$ cat src/rtl/rxcal_pkg.sv
package rxcal_pkg;
  localparam int WORD_W = 24;
  localparam int CTRL2_LSB = 0;
  localparam logic [1:0] SEL_SYNTH = 2'h2;
  localparam logic [1:0] SEL_FILT = 2'h3;
  localparam logic [2:0] SEL_CAL = 3'h5;
  localparam logic [2:0] SEL_CONTROL_TX = 3'h1;
  localparam logic [2:0] SEL_CONTROL = 3'h0;
  localparam int PHASE_LSB = 18;
  localparam int BANDCLK_LSB = 16;
  localparam int CALSTART_BIT = 15;
  localparam int CALDIV_LSB = 9;
  localparam int TMO_LSB = 3;
  localparam int PRESC_LSB = 22;
  localparam int CPGAIN_BIT = 21;
  localparam int FBSRC_BIT = 20;
  localparam int BCNT_LSB = 7;
  localparam int ACNT_LSB = 2;
  localparam int BOOST_BIT = 7;
  localparam int BW_LSB = 5;
  localparam int GAIN_LSB = 2;
  localparam logic [1:0] BANDCLK_DIV8 = 2'h3;
  localparam logic [2:0] PHASE_OFF = 3'h7;
  localparam int CLK_HZ = 10000000;
  localparam int SCLK_MAX_HZ = 20000000;
  localparam int SCLK_HALF_CYC = (CLK_HZ + 2 * SCLK_MAX_HZ - 1) / (2 * SCLK_MAX_HZ);
endpackage : rxcal_pkg

$ cat src/rtl/rxcal_if.sv
`timescale 1ns/1ps
interface rxcal_if;
  logic sclk;
  logic serial_data_pin;
  logic load_enable_pin;
  modport dev (input sclk, input serial_data_pin, input load_enable_pin);
  modport host (output sclk, output serial_data_pin, output load_enable_pin);
endinterface : rxcal_if

$ cat src/rtl/rxcal_dev.sv
`timescale 1ns/1ps
module rxcal_dev
  import rxcal_pkg::*;
(
  input  wire logic          I_CLK,
  input  wire logic          I_RESETN,
  rxcal_if.dev               LINK,
  input  wire logic          I_REF_TICK,
  output logic [2:0]         O_MOD_PHASE,
  output logic [1:0]         O_BAND_CLK_DIV,
  output logic               O_CAL_START,
  output logic               O_CAL_CLK,
  output logic               O_BOOST,
  output logic [1:0]         O_PRESCALER,
  output logic               O_CP_MAX,
  output logic               O_FB_MUX,
  output logic [12:0]        O_B_COUNT,
  output logic [4:0]         O_A_COUNT,
  output logic [1:0]         O_RX_BW,
  output logic [2:0]         O_RX_GAIN
);
  import rxcal_pkg::*;
  ////////////////////////////////////////////////////////////////////////////
  logic [2:0] sclk_s, serial_data_pin_s, sle_s;
  logic [WORD_W-1:0] shift_r, cal_r, synth_r, filt_r;
  logic [5:0] div_cnt_r, tmo_cnt_r, cal_div, tmo;
  logic load, sclk_rise, cal_tick_r;
  assign sclk_rise = sclk_s[1] & ~sclk_s[2];
  assign load = sle_s[1] & ~sle_s[2];
  assign cal_div = cal_r[CALDIV_LSB +: 6];
  assign tmo = cal_r[TMO_LSB +: 6];
  always_ff @(posedge I_CLK or negedge I_RESETN)
    if (!I_RESETN)
    begin
      sclk_s <= 3'h0;
      serial_data_pin_s <= 3'h0;
      sle_s <= 3'h0;
    end
    else
    begin
      sclk_s <= {sclk_s[1:0], LINK.sclk};
      serial_data_pin_s <= {serial_data_pin_s[1:0], LINK.serial_data_pin};
      sle_s <= {sle_s[1:0], LINK.load_enable_pin};
    end
  ////////////////////////////////////////////////////////////////////////////
  always_ff @(posedge I_CLK or negedge I_RESETN)
    if (!I_RESETN)
      shift_r <= '0;
    else if (sclk_rise)
      shift_r <= {shift_r[WORD_W-2:0], serial_data_pin_s[1]};
  always_ff @(posedge I_CLK or negedge I_RESETN)
    if (!I_RESETN)
    begin
      cal_r <= '0;
      synth_r <= '0;
      filt_r <= '0;
      O_CAL_START <= 1'b0;
    end
    else
    begin
      O_CAL_START <= load && shift_r[2:0] == SEL_CAL && shift_r[CALSTART_BIT];
      if (load && shift_r[2:0] == SEL_CAL)
        cal_r <= shift_r;
      else if (load && shift_r[1:0] == SEL_SYNTH)
        synth_r <= shift_r;
      else if (load && shift_r[1:0] == SEL_FILT)
        filt_r <= shift_r;
    end
  ////////////////////////////////////////////////////////////////////////////
  always_ff @(posedge I_CLK or negedge I_RESETN)
    if (!I_RESETN)
    begin
      div_cnt_r <= 6'h00;
      cal_tick_r <= 1'b0;
      O_CAL_CLK <= 1'b0;
    end
    else
    begin
      cal_tick_r <= 1'b0;
      if (I_REF_TICK)
      begin
        if (div_cnt_r + 6'h01 >= cal_div)
        begin
          div_cnt_r <= 6'h00;
          cal_tick_r <= 1'b1;
          O_CAL_CLK <= 1'b1;
        end
        else
        begin
          div_cnt_r <= div_cnt_r + 6'h01;
          O_CAL_CLK <= (div_cnt_r + 6'h01) < (cal_div >> 1);
        end
      end
    end
  always_ff @(posedge I_CLK or negedge I_RESETN)
    if (!I_RESETN)
      tmo_cnt_r <= 6'h00;
    else if (O_CAL_START)
      tmo_cnt_r <= tmo;
    else if (cal_tick_r && tmo_cnt_r != 6'h00)
      tmo_cnt_r <= tmo_cnt_r - 6'h01;
  always_ff @(posedge I_CLK or negedge I_RESETN)
    if (!I_RESETN)
    begin
      O_BOOST <= 1'b0;
      O_MOD_PHASE <= 3'h0;
      O_BAND_CLK_DIV <= 2'h0;
      O_PRESCALER <= 2'h0;
      O_CP_MAX <= 1'b0;
      O_FB_MUX <= 1'b0;
      O_B_COUNT <= 13'h0000;
      O_A_COUNT <= 5'h00;
      O_RX_BW <= 2'h0;
      O_RX_GAIN <= 3'h0;
    end
    else
    begin
      O_BOOST <= (tmo == 6'h00) ? filt_r[BOOST_BIT] : (tmo_cnt_r != 6'h00);
      O_MOD_PHASE <= cal_r[PHASE_LSB +: 3];
      O_BAND_CLK_DIV <= cal_r[BANDCLK_LSB +: 2];
      O_PRESCALER <= synth_r[PRESC_LSB +: 2];
      O_CP_MAX <= synth_r[CPGAIN_BIT];
      O_FB_MUX <= synth_r[FBSRC_BIT];
      O_B_COUNT <= synth_r[BCNT_LSB +: 13];
      O_A_COUNT <= synth_r[ACNT_LSB +: 5];
      O_RX_BW <= filt_r[BW_LSB +: 2];
      O_RX_GAIN <= filt_r[GAIN_LSB +: 3];
    end
endmodule : rxcal_dev

$ cat src/flat_wrapper.sv
// flat-port wrapper written by rule: the top's interface ports become plain ports
module rxcal_dev_flat import rxcal_pkg::*;
  (I_CLK, I_RESETN, I_REF_TICK, O_MOD_PHASE, O_BAND_CLK_DIV, O_CAL_START, O_CAL_CLK, O_BOOST, O_PRESCALER, O_CP_MAX, O_FB_MUX, O_B_COUNT, O_A_COUNT, O_RX_BW, O_RX_GAIN, LINK_sclk, LINK_serial_data_pin, LINK_load_enable_pin);
  rxcal_if LINK_i ();
  input  wire logic I_CLK;
  input  wire logic I_RESETN;
  input  wire logic I_REF_TICK;
  output logic [2:0] O_MOD_PHASE;
  output logic [1:0] O_BAND_CLK_DIV;
  output logic O_CAL_START;
  output logic O_CAL_CLK;
  output logic O_BOOST;
  output logic [1:0] O_PRESCALER;
  output logic O_CP_MAX;
  output logic O_FB_MUX;
  output logic [12:0] O_B_COUNT;
  output logic [4:0] O_A_COUNT;
  output logic [1:0] O_RX_BW;
  output logic [2:0] O_RX_GAIN;
  input wire logic [$bits(LINK_i.sclk)-1:0] LINK_sclk;
  input wire logic [$bits(LINK_i.serial_data_pin)-1:0] LINK_serial_data_pin;
  input wire logic [$bits(LINK_i.load_enable_pin)-1:0] LINK_load_enable_pin;
  assign LINK_i.sclk = LINK_sclk;
  assign LINK_i.serial_data_pin = LINK_serial_data_pin;
  assign LINK_i.load_enable_pin = LINK_load_enable_pin;
  rxcal_dev u_core (.I_CLK(I_CLK), .I_RESETN(I_RESETN), .LINK(LINK_i), .I_REF_TICK(I_REF_TICK), .O_MOD_PHASE(O_MOD_PHASE), .O_BAND_CLK_DIV(O_BAND_CLK_DIV), .O_CAL_START(O_CAL_START), .O_CAL_CLK(O_CAL_CLK), .O_BOOST(O_BOOST), .O_PRESCALER(O_PRESCALER), .O_CP_MAX(O_CP_MAX), .O_FB_MUX(O_FB_MUX), .O_B_COUNT(O_B_COUNT), .O_A_COUNT(O_A_COUNT), .O_RX_BW(O_RX_BW), .O_RX_GAIN(O_RX_GAIN));
endmodule
$ cat config.mk
export PLATFORM = sky130hd
export DESIGN_NAME = rxcal_dev_flat
export DESIGN_NICKNAME = d
export VERILOG_FILES = /design/src/rtl/rxcal_pkg.sv /design/src/rtl/rxcal_if.sv /design/src/rtl/rxcal_dev.sv /design/src/flat_wrapper.sv
export SDC_FILE = /design/constraint.sdc
export NUM_CORES = 1
export LEC_CHECK = 0
export ABC_AREA = 1
export BUFFER_PORTS_ARGS = -buffer_cell sky130_fd_sc_hd__buf_2
export CELL_PAD_IN_SITES_DETAIL_PLACEMENT = 1
export CELL_PAD_IN_SITES_GLOBAL_PLACEMENT = 1
export CORE_UTILIZATION = 46
export CTS_CLUSTER_SIZE = 20
export DETAILED_ROUTE_END_ITERATION = 12
export PLACE_DENSITY = 0.83
export SLEW_MARGIN = 5
export SYNTH_ARGS = -nofsm -noshare
export SYNTH_HDL_FRONTEND = slang
export SYNTH_SLANG_ARGS = --single-unit
$ cat constraint.sdc
create_clock -name I_CLK -period 2 [get_ports I_CLK]
set_input_delay 0.4 -clock I_CLK [delete_from_list [all_inputs] [get_ports I_CLK]]
set_output_delay 0.4 -clock I_CLK [all_outputs]
set_load 0.05 [all_outputs]
==> results of run 1 <==
==> cell type report <==
type,instances,area [sq um],area share (%)
Tap cell,133,166,2.85
Inverter,45,169,2.90
Timing Repair Buffer,60,400,6.87
Multi-Input combinational cell,245,1370,23.4
Clock inverter,6,108,1.85
Clock buffer,24,490,8.41
Sequential cell,125,3130,53.7
==> stage by stage <==
| step | util (%) | hold WS (ns) | power, W |
|---|---|---|---|
| floorplan | - | 0.104 | 0.00428 |
| global placement | 51.8 | 0.332 | 0.00464 |
| detailed placement | 51.8 | 0.341 | 0.00475 |
| CTS | 58.9 | 0.176 | 0.00798 |
| global route | 59.7 | 0.224 | 0.00837 |
| finish | 59.7 | 0.221 | 0.00805 |
==> sequential cells by signal, indices dropped and copies added, names as in the netlist, 2 cells and up <==
register,cells
u_core.shift_r,24
u_core.synth_r,22
u_core.cal_r,17
u_core.O_B_COUNT,13
u_core.div_cnt_r,6
u_core.filt_r,6
u_core.tmo_cnt_r,6
u_core.O_A_COUNT,5
u_core.O_MOD_PHASE,3
u_core.O_RX_GAIN,3
u_core.sclk_s,3
u_core.sle_s,3
u_core.O_BAND_CLK_DIV,2
u_core.O_PRESCALER,2
u_core.O_RX_BW,2
u_core.serial_data_pin_s,2
==> critical path: cells and delay by family, from the launching register on <==
family	cells	cell delay, ns
simple gates	6	0.57
fa+ha+maj	2	0.45
flops	1	0.42
xor+xnor	1	0.19
compound gates	1	0.15
==> path summary, 6_finish.rpt <==
kind / startpoint / end / cells past startpoint
setup reg to reg: u_core.div_cnt_r[1] / u_core.O_CAL_CLK / 10
min in group asynchronous: I_RESETN / u_core.O_BOOST / 2
max in group asynchronous: I_RESETN / u_core.shift_r[2] / 3
setup / recovery: u_core.div_cnt_r[1] / u_core.O_CAL_CLK / 10
hold reg to reg: u_core.sclk_s[0] / u_core.sclk_s[1] / 0
hold / removal: I_REF_TICK / u_core.div_cnt_r[4] / 2
==> repair_timing <==
action | CTS | global route
buffers inserted | 3 | 3
hold endpoints to repair | 27 | 0
resized for setup | 11 | 10
pin swaps | 7 | 3
hold buffers | 4 | 0
setup endpoints to repair | 7 | 8
==> report_power, final <==
| group | internal, W | switching, W |
|---|---|---|
| registers | 0.00294 | 0.000255 |
| clock network | 0.00205 | 0.00107 |
| logic | 0.000516 | 0.00123 |
==> logic make-up (layout without fill, tap and decap cells) <==
| logic type | count (synthesis) | in the layout | synth area share [%] |
|---|---|---|---|
| AND/OR/NAND/NOR | 140 | 140 | 12.9 |
| XOR/XNOR | 7 | 7 | 1.48 |
| buffers and inverters | 60 | 135 | 5.19 |
| flip-flops | 125 | 125 | 67.2 |
| AO/OA/AOI/OAI | 83 | 83 | 9.25 |
| adder cells (fa/ha/maj) | 13 | 13 | 3.50 |
| multiplexers | 2 | 2 | 0.484 |
==> layer usage <==
metal / wire [microns] / global-route usage, % / vias up
met5: 0 / 0 / -
met2: 6140 / 40.7 / 75
met3: 398 / 6.98 / 21
li1: - / - / 1497
met1: 5010 / 31.3 / 1703
met4: 294 / 12.9 / 0
==> cells in the final DEF, fill, tap and decap left out, drive strengths merged, types with 4 or more instances in the layout <==
master	synthesis	routed
a21oi	4	4
buf	12	56
dfrtp	125	125
inv	45	45
xor2	7	7
dlygate4sd3	0	4
clkbuf	3	24
nand3	13	13
nand2	109	109
nor2	15	15
ha	13	13
o21ai	72	72
==> flow_metrics.py, run 1 <==
metrics = {
    "floorplan": {
        "die_h_microns": 103,
        "die_x_microns": 103,
        "dieArea_sq_um": 10500,
        "start_util_pct": 47.6,
        "fp-row-count": 36,
        "io_pins": 41,
        "core_area_sq_um": 9770,
    },
    "yosys": {
        "async_reset_ff_share_pct": 100,
        "ys_seq_area_share_pct": 67.2,
        "synth.avg_cell_area_sq_um": 10.8,
        "synth_largest_area_cell": "dfrtp_1",
        "syn-cell-area_sq_um": 4650,
        "synth-seq-cells": 125,
        "syn_inst": 430,
        "synthDistinctLibCells": 26,
        "yosys.area.top_type_share_pct": 67.2,
        "ys_warn_count": 0,
        "ys.flop_type": "dfrtp_1",
        "synth_common_cells": "dfrtp_1, nand2_1, o21ai_0, inv_1, o21ai_1",
        "synth_edf_count": 0,
        "syn_nets": 449,
        "synth_area_leaders": "dfrtp_1, nand2_1, o21ai_0",
        "synth.most_common_cell": "dfrtp_1",
    },
    "global_routing": {
        "antenna_found_initial": 0,
        "grt_usage_pct": 25.2,
        "grt_pass1_vias": 3634,
        "grt_max_degree": 39,
        "grt_pass1_wl_microns": 19100,
        "grt.overflow.total": 0,
    },
    "setup_path": {
        "critPathKind": "reg2reg",
        "path_max_fanout": 3,
        "worstPathArrival_ns": 2.33,
        "end_kind": "flip-flop",
        "crit_required_ns": 2.41,
        "path_cells": "ha_4 -> nand3_2 -> xor2_2 -> ha_1 -> nand2_2 -> nor2_2 -> nor2_4 -> nand2_2 -> a21oi_2 -> nand2_1",
        "start_kind": "flip-flop",
        "crit_top_cell": "nand2_2",
        "ff2ff_setup_slack_ns": 0.08,
        "cpPeakStageDelay_ns": 0.42,
        "crit_slowest_cell": "dfrtp_2",
    },
    "placement": {
        "finalWeightedCongestion": 0.837,
        "pre_cts_ws_ns": -0.0713,
        "placed_cell_area_sq_um": 5060,
        "dp_cells": 598,
        "dpl.hpwl_microns": 6400,
        "portBuffers": 40,
    },
    "clock_tree": {
        "clk-insertion-delay-late_ns": 0.53,
        "cts_max_level": 4,
        "clock_path_buffers": 2,
        "numClockSinks": 125,
        "root_buffer": "clkbuf_8",
        "cts_tree": "done",
        "numCtsBuffers": 17,
        "cts.reportedPaths.clkPinSlew_ns": 0.06,
    },
    "power": {
        "ir_drop_mv": 0.767,
        "powerDensity_nw_per_um2": 1380,
        "p_leak_nw": 2.86,
    },
    "flow_run": {
        "drv_cap": 0,
    },
    "sta": {
        "relSlewSlack_pct": 59.2,
        "max_freq_ghz": 0.521,
        "setup_ws_ns": 0.0805,
        "finalMaxSlewViolations": 0,
        "hold_viol": 0,
        "min_period_ns": 1.92,
        "finalSetupTns_ns": 0,
        "rsz0062_at_grt": "no",
        "fin_crit_sh_pct": 96.0,
        "fin_skew_ns": 0.0135,
        "setup_viol": 0,
        "tightest_slew_ns": 0.610,
    },
    "run_status": {
        "outcome": "complete, no violations",
    },
    "final_layout": {
        "antennaDiodeCount": 0,
        "layout.nets": 513,
        "nFillCells": 1048,
        "drive_above_1_share_pct": 22.2,
        "fin_area_sq_um": 5830,
        "stdcell_count": 638,
        "syn_to_final_growth_pct": 25.3,
    },
    "min_path": {
        "hp-class": "in2reg",
    },
    "detailed_routing": {
        "drt_iter0_drc": 249,
        "ant_nets": 0,
        "drt_pre_antenna_iters": 4,
        "drt_wl_total_microns": 11800,
        "wire_per_inst_microns": 18.6,
        "dr_total_vias": 3296,
        "drc_errors": 0,
        "post_drt_via_cell_ratio": 5.17,
    },
}
Note: power is estimated with default switching activity, not from simulation.
==> inputs of run 2 (changes only) <==
--- a/config.mk
+++ b/config.mk
@@ -9,10 +9,11 @@
 export BUFFER_PORTS_ARGS = -buffer_cell sky130_fd_sc_hd__buf_2
 export CELL_PAD_IN_SITES_DETAIL_PLACEMENT = 1
 export CELL_PAD_IN_SITES_GLOBAL_PLACEMENT = 1
-export CORE_UTILIZATION = 46
+export CORE_UTILIZATION = 49
+export CTS_BUF_LIST = sky130_fd_sc_hd__clkbuf_4 sky130_fd_sc_hd__clkbuf_8
 export CTS_CLUSTER_SIZE = 20
 export DETAILED_ROUTE_END_ITERATION = 12
-export PLACE_DENSITY = 0.83
+export PLACE_DENSITY = 0.87
 export SLEW_MARGIN = 5
 export SYNTH_ARGS = -nofsm -noshare
 export SYNTH_HDL_FRONTEND = slang
==> flow_metrics.py, run 2 (synthesized netlist as in run 1, its figures left out) <==
metrics = {
    "clock_tree": {
        "numCtsBuffers": 17,
        "clk-insertion-delay-late_ns": 0.43,
        "cts.reportedPaths.clkPinSlew_ns": 0.08,
        "cts_max_level": 4,
        "cts_tree": "done",
        "numClockSinks": 125,
        "root_buffer": "clkbuf_8",
        "clock_path_buffers": 2,
    },
    "sta": {
        "whs_ns": 0.0722,
        "finalSetupTns_ns": 0,
        "fin_crit_sh_pct": 99.7,
        "finalMaxSlewViolations": 0,
        "relSlewSlack_pct": 59.1,
        "tightest_slew_ns": 0.612,
        "rsz0062_at_grt": "yes",
        "setup_viol": 0,
        "fin_skew_ns": 0.0125,
        "max_freq_ghz": 0.502,
        "min_period_ns": 1.99,
        "hold_viol": 0,
    },
    "placement": {
        "portBuffers": 40,
        "placed_cell_area_sq_um": 5030,
        "finalWeightedCongestion": 0.831,
        "dpl.hpwl_microns": 6720,
    },
    "floorplan": {
        "die_h_microns": 99.5,
        "fp-row-count": 35,
        "dieArea_sq_um": 9890,
        "die_x_microns": 99.5,
        "core_area_sq_um": 9240,
        "start_util_pct": 50.4,
        "io_pins": 41,
    },
    "detailed_routing": {
        "drt_wl_total_microns": 11500,
        "drt_iter0_drc": 164,
        "post_drt_via_cell_ratio": 5.17,
        "drc_errors": 0,
        "dr_total_vias": 3273,
        "drt_pre_antenna_iters": 4,
        "wire_per_inst_microns": 18.1,
        "ant_nets": 0,
    },
    "setup_path": {
        "start_kind": "flip-flop",
        "r2r_end": "u_core.div_cnt_r[4]",
        "r2r-start": "u_core.div_cnt_r[0]",
        "end_kind": "flip-flop",
        "worstPathArrival_ns": 2.31,
        "ff2ff_setup_slack_ns": 0.007,
        "path_max_fanout": 3,
        "rr_worst_depth": 10,
        "crit_required_ns": 2.32,
        "critPathKind": "reg2reg",
    },
    "final_layout": {
        "regMostFlops": "u_core.shift_r",
        "nFillCells": 969,
        "fin_area_sq_um": 5610,
        "drive_above_1_share_pct": 22.8,
        "final_common_cell": "dfrtp_1",
        "largest_reg_flops": 24,
        "seq_area_sq_um": 3130,
        "multi_input_area_sq_um": 1350,
        "final_cell_mix": "dfrtp_1, nand2_1, o21ai_0",
        "antennaDiodeCount": 0,
        "reg_top3": "u_core.shift_r (24), u_core.synth_r (22), u_core.cal_r (17)",
        "final_core_util_pct": 60.7,
        "layout.nets": 510,
        "syn_to_final_growth_pct": 20.6,
    },
    "min_path": {
        "worstHoldPathCells": 1,
        "hp-class": "in2reg",
        "hold_start": "LINK_load_enable_pin",
        "hold_end": "u_core.sle_s[0]",
    },
    "global_routing": {
        "grt_pass1_wl_microns": 19200,
        "grt.overflow.total": 0,
        "grt_usage_pct": 26.0,
        "grt_pass1_vias": 3634,
        "antenna_found_initial": 0,
        "grt_max_degree": 60,
    },
    "power": {
        "ir_drop_mv": 0.612,
        "powerDensity_nw_per_um2": 1320,
        "p_leak_nw": 2.78,
    },
    "flow_run": {
        "drv_cap": 0,
    },
    "run_status": {
        "outcome": "complete, no violations",
    },
}
[run 2: cell types whose count changed in the layout (fill, tap and decap cells not counted), moves of 2 or more]
cell | before | now
ha_4 | 2 | 0
inv_6 | 0 | 2
clkinv_4 | 0 | 3
o22ai_1 | 2 | 0
buf_4 | 14 | 16
dfrtp_2 | 2 | 0
clkbuf_16 | 16 | 0
buf_12 | 3 | 1
clkbuf_1 | 2 | 0
clkbuf_8 | 6 | 20
dfrtp_1 | 123 | 125
o22ai_2 | 0 | 2
dlygate4sd3_1 | 4 | 1
[run 2: layer usage]
layer | vias to the layer above | global-route usage (%) | wire length [microns]
li1 | 1491 | - | -
met1 | 1703 | 33.3 | 5070
met2 | 57 | 43.8 | 5900
met3 | 22 | 5.41 | 273
met4 | 0 | 10.4 | 221
met5 | - | 0 | 0
[run 2: cell type report]
cell class	instances	share of cell area, %
Clock buffer	20	4.90
Inverter	45	3.01
Timing Repair Buffer	57	6.15
Tap cell	129	2.88
Multi-Input combinational cell	245	24.1
Clock inverter	12	3.28
Sequential cell	125	55.7
[run 2: where the power goes]
part	switching, W	total (W)	internal [W]
sequential	0.000256	0.00318	0.00293
clock	0.00105	0.00252	0.00147
combinational	0.00121	0.00172	0.000512
[run 2: how the worst max path moves through the flow]
stage	start	to	slack, ns
5_1_grt	u_core.div_cnt_r[0]	u_core.div_cnt_r[4]	-0.08
2_1_floorplan	u_core.div_cnt_r[0]	u_core.O_CAL_CLK	0.14
6_report	u_core.div_cnt_r[0]	u_core.div_cnt_r[4]	0.007
3_3_place_gp	u_core.div_cnt_r[0]	u_core.O_CAL_CLK	0.04
3_5_place_dp	u_core.div_cnt_r[0]	u_core.O_CAL_CLK	-0.12
4_1_cts	u_core.div_cnt_r[0]	u_core.div_cnt_r[4]	0.005
[run 2: critical path, cell delays in order (launching register included)]
cell and delay, ns:
dfrtp_1 0.42, ha_2 0.22, buf_4 0.13, xor2_1 0.16, ha_1 0.30, nand2_1 0.09, nor2_2 0.15, o21ai_2 0.10
nand2_2 0.12, buf_4 0.14, o22ai_2 0.06
[run 2: per-stage QoR]
step                      power [W]  std cells  setup WS, ns
after floorplan             0.00428        430         0.137
after global placement      0.00463        594        0.0450
after detailed placement    0.00477        594        -0.117
after CTS                   0.00741        630       0.00451
after global routing        0.00776        633       -0.0766
final                       0.00742        633       0.00691
[run 2: what timing repair did]
item / in CTS / in global routing
pin swaps: 5 / 4
hold endpoints to repair: 28 / 0
resized for setup: 10 / 8
hold buffers: 1 / 0
setup endpoints to repair: 8 / 7
buffers inserted: 3 / 3
